==> src/ssv_pkg.sv <==
/*
 * Package for the sensor supervisor objects: service codes, attribute
 * numbers, reset values, field positions and supervisor states.
 * Assumes the node's single 200 MHz clock domain.
 */
`default_nettype none
package ssv_pkg;
	// Service codes.
	localparam logic [7:0] SVC_GET      = 8'h0E;
	localparam logic [7:0] SVC_SET      = 8'h10;
	localparam logic [7:0] SVC_RESET    = 8'h05;
	localparam logic [7:0] SVC_START    = 8'h06;
	localparam logic [7:0] SVC_STOP     = 8'h07;
	localparam logic [7:0] SVC_ABORT    = 8'h4B;
	localparam logic [7:0] SVC_RECOVER  = 8'h4C;
	localparam logic [7:0] SVC_DIAG     = 8'h4E;
	// Object class codes.
	localparam logic [7:0] CLS_SENSOR   = 8'h31;
	localparam logic [7:0] CLS_SUPER    = 8'h30;
	// Sensor attribute numbers.
	localparam logic [7:0] ATT_REVISION = 8'h01;
	localparam logic [7:0] ATT_SUBCLASS = 8'h63;
	localparam logic [7:0] ATT_FORMAT   = 8'h03;
	localparam logic [7:0] ATT_UNITS    = 8'h04;
	localparam logic [7:0] ATT_VALID    = 8'h05;
	localparam logic [7:0] ATT_VALUE    = 8'h06;
	localparam logic [7:0] ATT_STATUS   = 8'h07;
	localparam logic [7:0] ATT_ALM_EN   = 8'h08;
	localparam logic [7:0] ATT_WRN_EN   = 8'h09;
	localparam logic [7:0] ATT_SPAN     = 8'h0A;
	localparam logic [7:0] ATT_OFS_B    = 8'h10;
	// Supervisor attribute numbers chosen for the state and the exception details.
	localparam logic [7:0] ATT_STATE    = 8'h05;
	localparam logic [7:0] ATT_ALM_DET  = 8'h0A;
	localparam logic [7:0] ATT_WRN_DET  = 8'h0B;
	localparam logic [7:0] ATT_MFG_ALM  = 8'h0C;
	localparam logic [7:0] ATT_MFG_WRN  = 8'h0D;
	// Reset values.
	localparam logic [15:0] CLS_REV_VAL = 16'h0001;
	localparam logic [7:0]  FMT_INT     = 8'hC3;
	localparam logic [7:0]  FMT_REAL    = 8'hCA;
	localparam logic [15:0] UNITS_RST   = 16'h1001;
	localparam logic        ENABLE_RST  = 1'b1;
	localparam logic [15:0] OFS_B_RST   = 16'h0000;
	localparam logic [15:0] SPAN_VAL    = 16'h7FFF;
	// Detail and status field positions.
	localparam int DET_VALID = 0;
	localparam int DET_OVER  = 1;
	localparam int DET_UNDER = 2;
	localparam int MFG_TEMP  = 0;
	localparam int ST_HI_ALM = 0;
	localparam int ST_LO_ALM = 1;
	localparam int ST_HI_WRN = 2;
	localparam int ST_LO_WRN = 3;
	// Answer codes.
	localparam logic [7:0] ERR_NONE     = 8'h00;
	localparam logic [7:0] ERR_STATE    = 8'h0C;
	localparam logic [7:0] ERR_NO_ATTR  = 8'h14;
	localparam logic [7:0] ERR_RO_ATTR  = 8'h0E;
	localparam logic [7:0] ERR_VALUE    = 8'h09;
	localparam logic [7:0] ERR_SERVICE  = 8'h08;
	localparam logic [7:0] ERR_OBJECT   = 8'h16;
	// Diagnostic run length in cycles.
	localparam int DIAG_CYCLES = 16;

	typedef enum logic [4:0] {
		ST_SELFTEST = 5'b00001,
		ST_IDLE     = 5'b00010,
		ST_EXEC     = 5'b00100,
		ST_ABORT    = 5'b01000,
		ST_FAULT    = 5'b10000
	} ssv_state_t;
endpackage
`default_nettype wire

==> src/ssv_corr_if.sv <==
/*
 * Interface carrying the correction request and result between the
 * supervisor top and its correction datapath. Same clock on both ends.
 */
`timescale 1ns/1ps
`default_nettype none
interface ssv_corr_if;
	logic signed [15:0] raw;
	logic signed [15:0] ofs_a;
	logic signed [15:0] gain;
	logic signed [15:0] ofs_b;
	logic signed [15:0] result;
	logic               ovr;
	logic               unr;
	modport top  (output raw, ofs_a, gain, ofs_b, input result, ovr, unr);
	modport corr (input raw, ofs_a, gain, ofs_b, output result, ovr, unr);
endinterface
`default_nettype wire

==> src/ssv_corr.sv <==
/*
 * Correction datapath: gain times (reading plus first offset), plus the
 * second offset, saturated to 16 bits. Gain is Q8.8 fixed point.
 * Assumes registered inputs on the same clock.
 */
`timescale 1ns/1ps
`default_nettype none
module ssv_corr
	import ssv_pkg::*;
(
	input  wire logic clk_sys_i,
	input  wire logic rst_n_i,
	ssv_corr_if.corr  c
);
	localparam int FRAC = 8;
	logic signed [16:0] sum_w;
	logic signed [33:0] prod_w;
	logic signed [34:0] tot_w;
	logic               ovr_w;
	logic               unr_w;

	assign sum_w  = 17'(c.raw) + 17'(c.ofs_a);
	assign prod_w = 34'(sum_w) * 34'(c.gain);
	assign tot_w  = 35'(prod_w >>> FRAC) + 35'(c.ofs_b);
	assign ovr_w  = tot_w > 35'sd32767;
	assign unr_w  = tot_w < -35'sd32768;

	always_ff @(posedge clk_sys_i or negedge rst_n_i) begin
		if (!rst_n_i) begin
			c.result <= '0;
			c.ovr    <= 1'b0;
			c.unr    <= 1'b0;
		end else begin
			c.result <= ovr_w ? 16'sh7FFF : unr_w ? -16'sh8000 : tot_w[15:0];
			c.ovr    <= ovr_w;
			c.unr    <= unr_w;
		end
	end
endmodule
`default_nettype wire

==> src/ssv_top.sv <==
/*
 * Supervisor and analog sensor object logic of a heated capacitance
 * pressure sensor node. Takes one service request at a time from the
 * network layer and answers it; holds the corrected reading.
 * Assumes the network transport delivers decoded requests as a one-cycle
 * strobe, and that the front end supplies raw readings and conditions
 * already settled and filtered; those inputs come from other clock
 * domains and are synchronised here.
 */
//
// Overview of operation
// - Enable at 0 blocks and clears its alarm or warning bits.
// - Exception bits follow live conditions; nothing latches.
// - Alarm and warning enables come out of reset as 1.
// - Reading-valid detail bit is always 0 in alarm detail.
// - Service 0x0E reads an attribute; 0x10 writes one.
// - Service 5 resets the device into self-testing.
// - Service 6 moves the device into executing.
// - Service 7 moves the device into idle.
// - Service 0x4B moves the device into abort, also from inside.
// - Service 0x4C moves abort to idle, also from inside.
// - Service 0x4E runs the diagnostic routines.
// - Class revision attribute 1 is read-only and returns 0x0001.
// - Class subclass attribute 99 is not supported.
// - Required attributes behave as specified; optional sets may be read-only.
// - Sensor object lives at class 0x31 under supervisor control.
// - Reading is corrected with an offset and a gain.
// - Device detail: valid, over, under; maker detail: over temperature.
// - Data type accepts 0xC3 or 0xCA, only idle and unconnected.
// - Value equals gain times (reading plus offset A), plus offset B.
// - Status bits: high alarm, low alarm, high warning, low warning.
`timescale 1ns/1ps
`default_nettype none
module ssv_top
	import ssv_pkg::*;
#(
	parameter logic signed [15:0] OFS_A = 16'sh0000,
	parameter logic signed [15:0] GAIN  = 16'sh0100,
	parameter int                 DIAG_LEN = DIAG_CYCLES
) (
	input  wire logic        clk_sys_i,
	input  wire logic        arst_n_i,
	input  wire logic        req_valid_i,
	input  wire logic [7:0]  req_service_i,
	input  wire logic [7:0]  req_class_i,
	input  wire logic [7:0]  req_instance_i,
	input  wire logic [7:0]  req_attr_i,
	input  wire logic [15:0] req_data_i,
	input  wire logic        int_abort_i,
	input  wire logic        int_recover_i,
	input  wire logic        io_conn_i,
	input  wire logic [15:0] raw_reading_i,
	input  wire logic        reading_ok_i,
	input  wire logic        over_temp_i,
	input  wire logic [3:0]  cond_i,
	input  wire logic        diag_fail_i,
	output logic             rsp_valid_o,
	output logic [7:0]       rsp_error_o,
	output logic [15:0]      rsp_data_o,
	output logic [4:0]       state_o,
	output logic [15:0]      value_o,
	output logic [7:0]       status_o,
	output logic             busy_o
);
	// The diagnostic counter is 16 bits wide and must load a nonzero count.
	if (DIAG_LEN < 1 || DIAG_LEN > 65535) begin
		$error("DIAG_LEN out of range");
	end

	////////////////////////////////////////////////////////////////////
	// Reset release and input synchronisers.

	logic        rst_s1_q;
	logic        rst_n_q;
	always_ff @(posedge clk_sys_i or negedge arst_n_i) begin
		if (!arst_n_i) begin
			rst_s1_q <= 1'b0;
			rst_n_q  <= 1'b0;
		end else begin
			rst_s1_q <= 1'b1;
			rst_n_q  <= rst_s1_q;
		end
	end

	// Front-end levels come from another domain.  The multi-bit reading
	// is assumed to be held stable long enough that a torn sample is
	// corrected on the next cycle.
	localparam int SW = 16 + 1 + 1 + 4 + 1 + 1;
	logic [SW-1:0] sy1_q;
	logic [SW-1:0] sy2_q;
	always_ff @(posedge clk_sys_i or negedge rst_n_q) begin
		if (!rst_n_q) begin
			sy1_q <= '0;
			sy2_q <= '0;
		end else begin
			sy1_q <= {raw_reading_i, reading_ok_i, over_temp_i, cond_i,
				io_conn_i, diag_fail_i};
			sy2_q <= sy1_q;
		end
	end
	wire logic [15:0] raw_w   = sy2_q[SW-1 -: 16];
	wire logic        ok_w    = sy2_q[7];
	wire logic        temp_w  = sy2_q[6];
	wire logic [3:0]  cond_w  = sy2_q[5:2];
	wire logic        conn_w  = sy2_q[1];
	wire logic        dfail_w = sy2_q[0];

	////////////////////////////////////////////////////////////////////
	// Attribute storage and correction.

	ssv_state_t  state_q;
	logic [7:0]  fmt_q;
	logic [15:0] units_q;
	logic        alm_en_q;
	logic        wrn_en_q;
	logic [15:0] ofs_b_q;
	logic [15:0] diag_cnt_q;
	ssv_corr_if  corr_c ();

	assign corr_c.raw   = raw_w;
	assign corr_c.ofs_a = OFS_A;
	assign corr_c.gain  = GAIN;
	assign corr_c.ofs_b = ofs_b_q;

	ssv_corr u_corr (
		.clk_sys_i (clk_sys_i),
		.rst_n_i   (rst_n_q),
		.c         (corr_c)
	);

	wire logic       valid_w = ok_w & ~corr_c.ovr & ~corr_c.unr;
	wire logic [7:0] dev_raw_w = {5'h00, corr_c.unr, corr_c.ovr, valid_w};
	// valid bit zero in alarm detail
	wire logic [7:0] alm_det_w = alm_en_q ?
		(dev_raw_w & ~(8'h01 << DET_VALID)) : 8'h00;
	wire logic [7:0] wrn_det_w = wrn_en_q ? dev_raw_w : 8'h00;
	wire logic [7:0] mfg_alm_w = alm_en_q ? {7'h00, temp_w} : 8'h00;
	wire logic [7:0] mfg_wrn_w = wrn_en_q ? {7'h00, temp_w} : 8'h00;

	wire logic [7:0] status_w = {4'h0,
		wrn_en_q & cond_w[ST_LO_WRN], wrn_en_q & cond_w[ST_HI_WRN],
		alm_en_q & cond_w[ST_LO_ALM], alm_en_q & cond_w[ST_HI_ALM]};

	////////////////////////////////////////////////////////////////////
	// Request decode.

	wire logic is_sens_w  = req_class_i == CLS_SENSOR;
	wire logic is_super_w = req_class_i == CLS_SUPER;
	wire logic cls_lvl_w  = req_instance_i == 8'h00;
	wire logic is_get_w   = req_service_i == SVC_GET;
	wire logic is_set_w   = req_service_i == SVC_SET;
	wire logic diag_run_w = diag_cnt_q != 16'h0000;

	logic [7:0]  get_err_w;
	logic [15:0] get_dat_w;
	always_comb begin
		get_err_w = ERR_NONE;
		get_dat_w = 16'h0000;
		if (is_sens_w && cls_lvl_w) begin
			if (req_attr_i == ATT_REVISION)
				get_dat_w = CLS_REV_VAL;
			else
				get_err_w = ERR_NO_ATTR;
		end else if (is_sens_w) begin
			case (req_attr_i)
				ATT_FORMAT: get_dat_w = {8'h00, fmt_q};
				ATT_UNITS:  get_dat_w = units_q;
				ATT_VALID:  get_dat_w = {15'h0000, valid_w};
				ATT_VALUE:  get_dat_w = value_o;
				ATT_STATUS: get_dat_w = {8'h00, status_w};
				ATT_ALM_EN: get_dat_w = {15'h0000, alm_en_q};
				ATT_WRN_EN: get_dat_w = {15'h0000, wrn_en_q};
				ATT_SPAN:   get_dat_w = SPAN_VAL;
				ATT_OFS_B:  get_dat_w = ofs_b_q;
				default:    get_err_w = ERR_NO_ATTR;
			endcase
		end else if (is_super_w && !cls_lvl_w) begin
			case (req_attr_i)
				ATT_STATE:   get_dat_w = {11'h000, state_q};
				ATT_ALM_DET: get_dat_w = {8'h00, alm_det_w};
				ATT_WRN_DET: get_dat_w = {8'h00, wrn_det_w};
				ATT_MFG_ALM: get_dat_w = {8'h00, mfg_alm_w};
				ATT_MFG_WRN: get_dat_w = {8'h00, mfg_wrn_w};
				default:     get_err_w = ERR_NO_ATTR;
			endcase
		end else begin
			get_err_w = ERR_OBJECT;
		end
	end

	logic [7:0] set_err_w;
	always_comb begin
		set_err_w = ERR_NONE;
		if (!is_sens_w || cls_lvl_w) begin
			set_err_w = (is_sens_w || is_super_w) ? ERR_RO_ATTR : ERR_OBJECT;
		end else begin
			case (req_attr_i)
				ATT_FORMAT: begin
					if (state_q != ST_IDLE || conn_w)
						set_err_w = ERR_STATE;
					else if (req_data_i != {8'h00, FMT_INT} &&
						req_data_i != {8'h00, FMT_REAL})
						set_err_w = ERR_VALUE;
				end
				ATT_UNITS: begin
					if (state_q != ST_IDLE)
						set_err_w = ERR_STATE;
				end
				ATT_ALM_EN, ATT_WRN_EN: begin
					if (req_data_i > 16'h0001)
						set_err_w = ERR_VALUE;
				end
				ATT_OFS_B: set_err_w = ERR_NONE;
				ATT_VALID, ATT_VALUE, ATT_STATUS, ATT_SPAN:
					set_err_w = ERR_RO_ATTR;
				default: set_err_w = ERR_NO_ATTR;
			endcase
		end
	end

	logic       svc_ok_w;
	ssv_state_t svc_next_w;
	always_comb begin
		svc_ok_w   = 1'b1;
		svc_next_w = state_q;
		case (req_service_i)
			SVC_RESET: svc_next_w = ST_SELFTEST;
			SVC_START: begin
				svc_ok_w   = state_q == ST_IDLE;
				svc_next_w = ST_EXEC;
			end
			SVC_STOP: begin
				svc_ok_w   = state_q == ST_EXEC;
				svc_next_w = ST_IDLE;
			end
			SVC_ABORT: begin
				svc_ok_w   = state_q == ST_IDLE || state_q == ST_EXEC;
				svc_next_w = ST_ABORT;
			end
			SVC_RECOVER: begin
				svc_ok_w   = state_q == ST_ABORT;
				svc_next_w = ST_IDLE;
			end
			SVC_DIAG: svc_ok_w = state_q == ST_IDLE && !diag_run_w;
			default:  svc_ok_w = 1'b0;
		endcase
	end

	wire logic is_ctl_w = !is_get_w && !is_set_w;
	wire logic ctl_obj_w = is_super_w && !cls_lvl_w;
	wire logic [7:0] ctl_err_w = !ctl_obj_w ? ERR_SERVICE :
		!svc_ok_w ? ERR_STATE : ERR_NONE;
	wire logic [7:0] err_w = is_get_w ? get_err_w :
		is_set_w ? set_err_w : ctl_err_w;
	wire logic do_set_w = req_valid_i && is_set_w && set_err_w == ERR_NONE;
	wire logic do_ctl_w = req_valid_i && is_ctl_w && ctl_err_w == ERR_NONE;

	////////////////////////////////////////////////////////////////////
	// Supervisor state and diagnostics.

	// Self-test reuses the diagnostic counter; a failure lands in fault.
	always_ff @(posedge clk_sys_i or negedge rst_n_q) begin
		if (!rst_n_q) begin
			state_q    <= ST_SELFTEST;
			diag_cnt_q <= 16'(DIAG_LEN);
		end else if (do_ctl_w && req_service_i == SVC_RESET) begin
			state_q    <= ST_SELFTEST;
			diag_cnt_q <= 16'(DIAG_LEN);
		end else if (do_ctl_w && req_service_i == SVC_DIAG) begin
			diag_cnt_q <= 16'(DIAG_LEN);
		end else if (do_ctl_w) begin
			state_q <= svc_next_w;
		end else if (int_abort_i &&
			(state_q == ST_IDLE || state_q == ST_EXEC)) begin
			state_q <= ST_ABORT;
		end else if (int_recover_i && state_q == ST_ABORT) begin
			state_q <= ST_IDLE;
		end else if (diag_run_w) begin
			diag_cnt_q <= diag_cnt_q - 16'h0001;
			if (dfail_w)
				state_q <= ST_FAULT;
			else if (diag_cnt_q == 16'h0001 && state_q == ST_SELFTEST)
				state_q <= ST_IDLE;
		end
	end

	////////////////////////////////////////////////////////////////////
	// Settable attributes.

	// writing 0 clears gated bits at once
	always_ff @(posedge clk_sys_i or negedge rst_n_q) begin
		if (!rst_n_q) begin
			fmt_q    <= FMT_INT;
			units_q  <= UNITS_RST;
			alm_en_q <= ENABLE_RST;
			wrn_en_q <= ENABLE_RST;
			ofs_b_q  <= OFS_B_RST;
		end else if (do_set_w) begin
			case (req_attr_i)
				ATT_FORMAT: fmt_q    <= req_data_i[7:0];
				ATT_UNITS:  units_q  <= req_data_i;
				ATT_ALM_EN: alm_en_q <= req_data_i[0];
				ATT_WRN_EN: wrn_en_q <= req_data_i[0];
				ATT_OFS_B:  ofs_b_q  <= req_data_i;
				default:    ofs_b_q  <= ofs_b_q;
			endcase
		end
	end

	////////////////////////////////////////////////////////////////////
	// Registered outputs.

	always_ff @(posedge clk_sys_i or negedge rst_n_q) begin
		if (!rst_n_q) begin
			rsp_valid_o <= 1'b0;
			rsp_error_o <= ERR_NONE;
			rsp_data_o  <= 16'h0000;
			value_o     <= 16'h0000;
			status_o    <= 8'h00;
			state_o     <= ST_SELFTEST;
			busy_o      <= 1'b1;
		end else begin
			rsp_valid_o <= req_valid_i;
			if (req_valid_i) begin
				rsp_error_o <= err_w;
				rsp_data_o  <= (is_get_w && err_w == ERR_NONE) ?
					get_dat_w : 16'h0000;
			end
			// Outside executing the value holds its last reading.
			if (state_q == ST_EXEC)
				value_o <= corr_c.result;
			status_o <= status_w;
			state_o  <= state_q;
			busy_o   <= diag_run_w;
		end
	end
endmodule
`default_nettype wire

==> config.mk <==
export PLATFORM = sky130hd
export DESIGN_NAME = ssv_top
export DESIGN_NICKNAME = d
export VERILOG_FILES = /design/src/ssv_pkg.sv /design/src/ssv_corr_if.sv /design/src/ssv_corr.sv /design/src/ssv_top.sv
export SDC_FILE = /design/constraint.sdc
export NUM_CORES = 1
export LEC_CHECK = 0
export BUFFER_PORTS_ARGS = -buffer_cell sky130_fd_sc_hd__buf_2
export CAP_MARGIN = 20
export CORE_UTILIZATION = 59
export CTS_BUF_LIST = sky130_fd_sc_hd__clkbuf_4 sky130_fd_sc_hd__clkbuf_8
export DETAILED_ROUTE_END_ITERATION = 12
export PLACE_DENSITY = 0.91
export SLEW_MARGIN = 0
export SYNTH_ARGS = -nofsm -noshare
export SYNTH_HDL_FRONTEND = slang
export SYNTH_SLANG_ARGS = --single-unit
==> constraint.sdc <==
create_clock -name clk_sys_i -period 6.79 [get_ports clk_sys_i]
set_clock_uncertainty 0.05 [all_clocks]
set_input_delay 0.679 -clock clk_sys_i [delete_from_list [all_inputs] [get_ports clk_sys_i]]
set_output_delay 0.679 -clock clk_sys_i [all_outputs]
set_load 0.02 [all_outputs]
==> key figures <==
Outcome
  – Status: complete, no violations

Cells and area
  – Non-Filler Instances: 1058
  – Proportion of layout cells with a drive suffix above 1: 28.5%
  – N_diodes: 0
  – Layout Nets: 962
  – # fillers: 1018
  – P&R area growth vs syn: 14.1%

Critical path
  – CP Max Fanout: 33
  – Critical path start-end classification: reg -> reg
  – CP startpoint kind: register
  – Critical Path Max Stage Delay: 700 ps
  – CP arrival: 3700 ps
  – CP Cell Sequence: or4_4 -> nor3b_2 -> and4b_1 -> a211oi_2 -> nor3_4 -> buf_16 -> and2_0 -> a21oi_1
  – Req. time, crit path: 7050 ps
  – Slowest cell on the critical path: and2_0
  – Crit path capture type: register

Global route
  – Largest net degree at the start of global routing: 83
  – Global route overflow: 0
  – Vias in the first global route: 6434
  – First-pass GRT wire length: 32700 µm
  – Gr usage total: 29.4%
  – Initial antenna violation count: 0

Logic synthesis
  – Seq/Total Area, Yosys: 53.2%
  – Synth area leader: dfrtp_1
  – Area contributors post-synth: dfrtp_1 49%, mux2_2 6.9%, dfstp_2 3.7%, ha_1 2.8%, a21oi_1 2.4%
  – Count leader, synth: dfrtp_1
  – Yosys top cell area share: 49.5%
  – Cells after Synth: 750
  – Ys Warns: 0
  – Syn Area/Cell: 11.3 µm²
  – Post-synthesis register bit count: 179
  – Distinct cell type count after synthesis: 82
  – Post-synth top cells: 167 x dfrtp_1, 52 x mux2_2, 41 x a21oi_1
  – Async set-reset flop share out of synthesis: 100%
  – Top_reg_cell synth: dfrtp_1
  – Mapped Area: 8440 µm²
  – Post-synth EDFFs: 0

Timing
  – RSZ-0062 raised after global routing: false
  – Worst-margin pin slew: 1130 ps
  – Post-route minimum period: 3440 ps
  – Ratio of final minimum period to clock period: 50.6%
  – Fmax: 291 MHz
  – Setup TNS: 0 ps
  – Final Hold Viols: 0
  – Final setup fails: 0
  – Slew Viols, Final: 0
  – Rel. slew slack: 24.7%

Power
  – Final Power: 2.27 mW
  – PwrDens: 235 nW/µm²
  – VDD IR max: 0.000165 V
  – Leakage: 4.51 nW

Route
  – Antenna viol nets, final: 0
  – Drt pass-1 iters: 6
  – WL per Instance: 19.7 µm
  – Post-Route WL: 20800 µm
  – DRC: 0
  – Via count: 6777
  – Initial drt markers: 626
  – Vias/cell: 6.41

Die
  – IO Pins: 132
  – Starting Density: 60.6%
  – Die ar.: 14800 µm²
  – Core box area: 13900 µm²
  – Die Ht: 122 µm
  – DIE WIDTH: 122 µm
  – Row cnt: 43

Placed design
  – Post-detail-place hpwl: 14500 µm
  – Post-Place Cells: 1022
  – Port buffer count: 124
  – GP Congestion: 0.926

Clock network
  – CTS buffer count: 17
  – TritonCTS clock tree: done
  – Worst-path clk slew: 100 ps
  – Clk root buf: clkbuf_8
  – Clock buffer depth: 2
  – Clock sink total: 179
  – Post-CTS sizing: 0
  – Clock latency on the worst-skew pair: 480 ps
  – CTS H-tree depth: 4

Job
  – Max Cap Violations: 0

Min path
  – Worst hold path class: in -> reg
## sequential cells by signal, indices dropped and copies added, names as in the netlist
register         count
rst_s1_q             1
sy2_q               24
u_corr.c.result     16
diag_cnt_q          16
units_q             16
alm_en_q             1
rsp_valid_o          1
u_corr.c.ovr         1
sy1_q               24
wrn_en_q             1
rsp_error_o          5
busy_o               1
fmt_q                8
state_o              5
state_q              5
corr_c.ofs_b        16
rsp_data_o          16
rst_n_q              1
status_o             4
value_o             16
u_corr.c.unr         1
## per-layer routing
| metal | up-vias | global-route usage [%] | wire (µm) |
|---|---|---|---|
| met5 | - | 0 | 0 |
| met4 | 0 | 13.4 | 757 |
| met3 | 70 | 6.69 | 1630 |
| met2 | 378 | 45.5 | 9840 |
| met1 | 3320 | 39.6 | 8610 |
| li1 | 3009 | - | - |
## where the power goes
group	switching [mW]	leakage, nW	internal [mW]	total, mW
sequential	0.0735	2.25	1.15	1.22
clock	0.432	0.205	0.320	0.751
combinational	0.172	2.05	0.124	0.297
## layout by cell type (no fill, tap or decap), drive strengths merged, types with 8 or more instances in the layout
cell,instances
nand4,9
a21oi,41
mux2,56
a221o,10
o21a,8
inv,41
nor4,8
dfrtp,167
nand2b,10
nor3,14
ha,19
and2,10
or3,11
nand2,32
o22ai,16
nor2,36
o21ai,25
o31ai,17
nand3,19
or4,22
conb,8
clkbuf,18
buf,132
a21o,11
dfstp,12
## layout make-up
cell class              instances  area (µm²)  share of cell area (%)
well taps                     180         225                    2.34
clock buffers                  18         248                    2.57
flip-flops and latches        179        4500                    46.7
inverters                      34         128                    1.32
multi-input cells             500        3650                    37.9
repair buffers                133         723                    7.51
clock inverters                14         165                    1.71
## worst paths after layout
path	to	start	cells after the start	slack, ps
worst max-delay path	diag_cnt_q[13]$_DFFE_PN0P_	diag_cnt_q[3]$_DFFE_PN0P_	8	3350
worst min-delay path	sy1_q[3]$_DFF_PN0_	cond_i[1]	1	250
worst max register to register	diag_cnt_q[13]$_DFFE_PN0P_	diag_cnt_q[3]$_DFFE_PN0P_	8	3350
worst min register to register	value_o[2]$_DFFE_PN0P_	rst_n_q$_DFF_PN0_	0	300
max in group asynchronous	units_q[12]$_DFFE_PN1P_	rst_n_q$_DFF_PN0_	2	5150
min in group asynchronous	value_o[2]$_DFFE_PN0P_	rst_n_q$_DFF_PN0_	0	300
## stage by stage
stage | instance area (µm²) | setup slack (ps) | hold WS (ps) | util, %
5_1_grt | 9630 | 3170 | 215 | 69.1
6_report | 9630 | 3350 | 250 | 69.1
2_1_floorplan | 8470 | 1400 | 281 | -
3_3_place_gp | 9160 | 2900 | 282 | 65.7
4_1_cts | 9580 | 2960 | 226 | 68.7
3_5_place_dp | 9160 | 2800 | 285 | 65.7
## what timing repair did
| item | CTS | global route |
|---|---|---|
| hold buffers | 1 | 0 |
| hold endpoints to repair | 2 | 0 |
| buffers inserted | 0 | 0 |
## cell families (layout without fill, tap and decap cells)
family | after synthesis | in the layout | synth area share, %
adders and majority gates | 21 | 21 | 3.17
buffers and inverters | 77 | 199 | 3.84
other | 2 | 8 | 0.0889
DFF | 179 | 179 | 53.2
xor gates and xnor gates | 13 | 13 | 1.35
muxes | 60 | 60 | 7.94
and+or+nand+nor | 209 | 209 | 14.8
AOI/OAI and AO/OA | 189 | 189 | 15.5
## critical path, delay by kind of cell, from the launching register on
family          cells  cell delay [ps]
simple gates        5             2300
flops               1              430
compound gates      2              270
buf+inv             1              220
No activity file was read; power rests on OpenSTA's default activity.
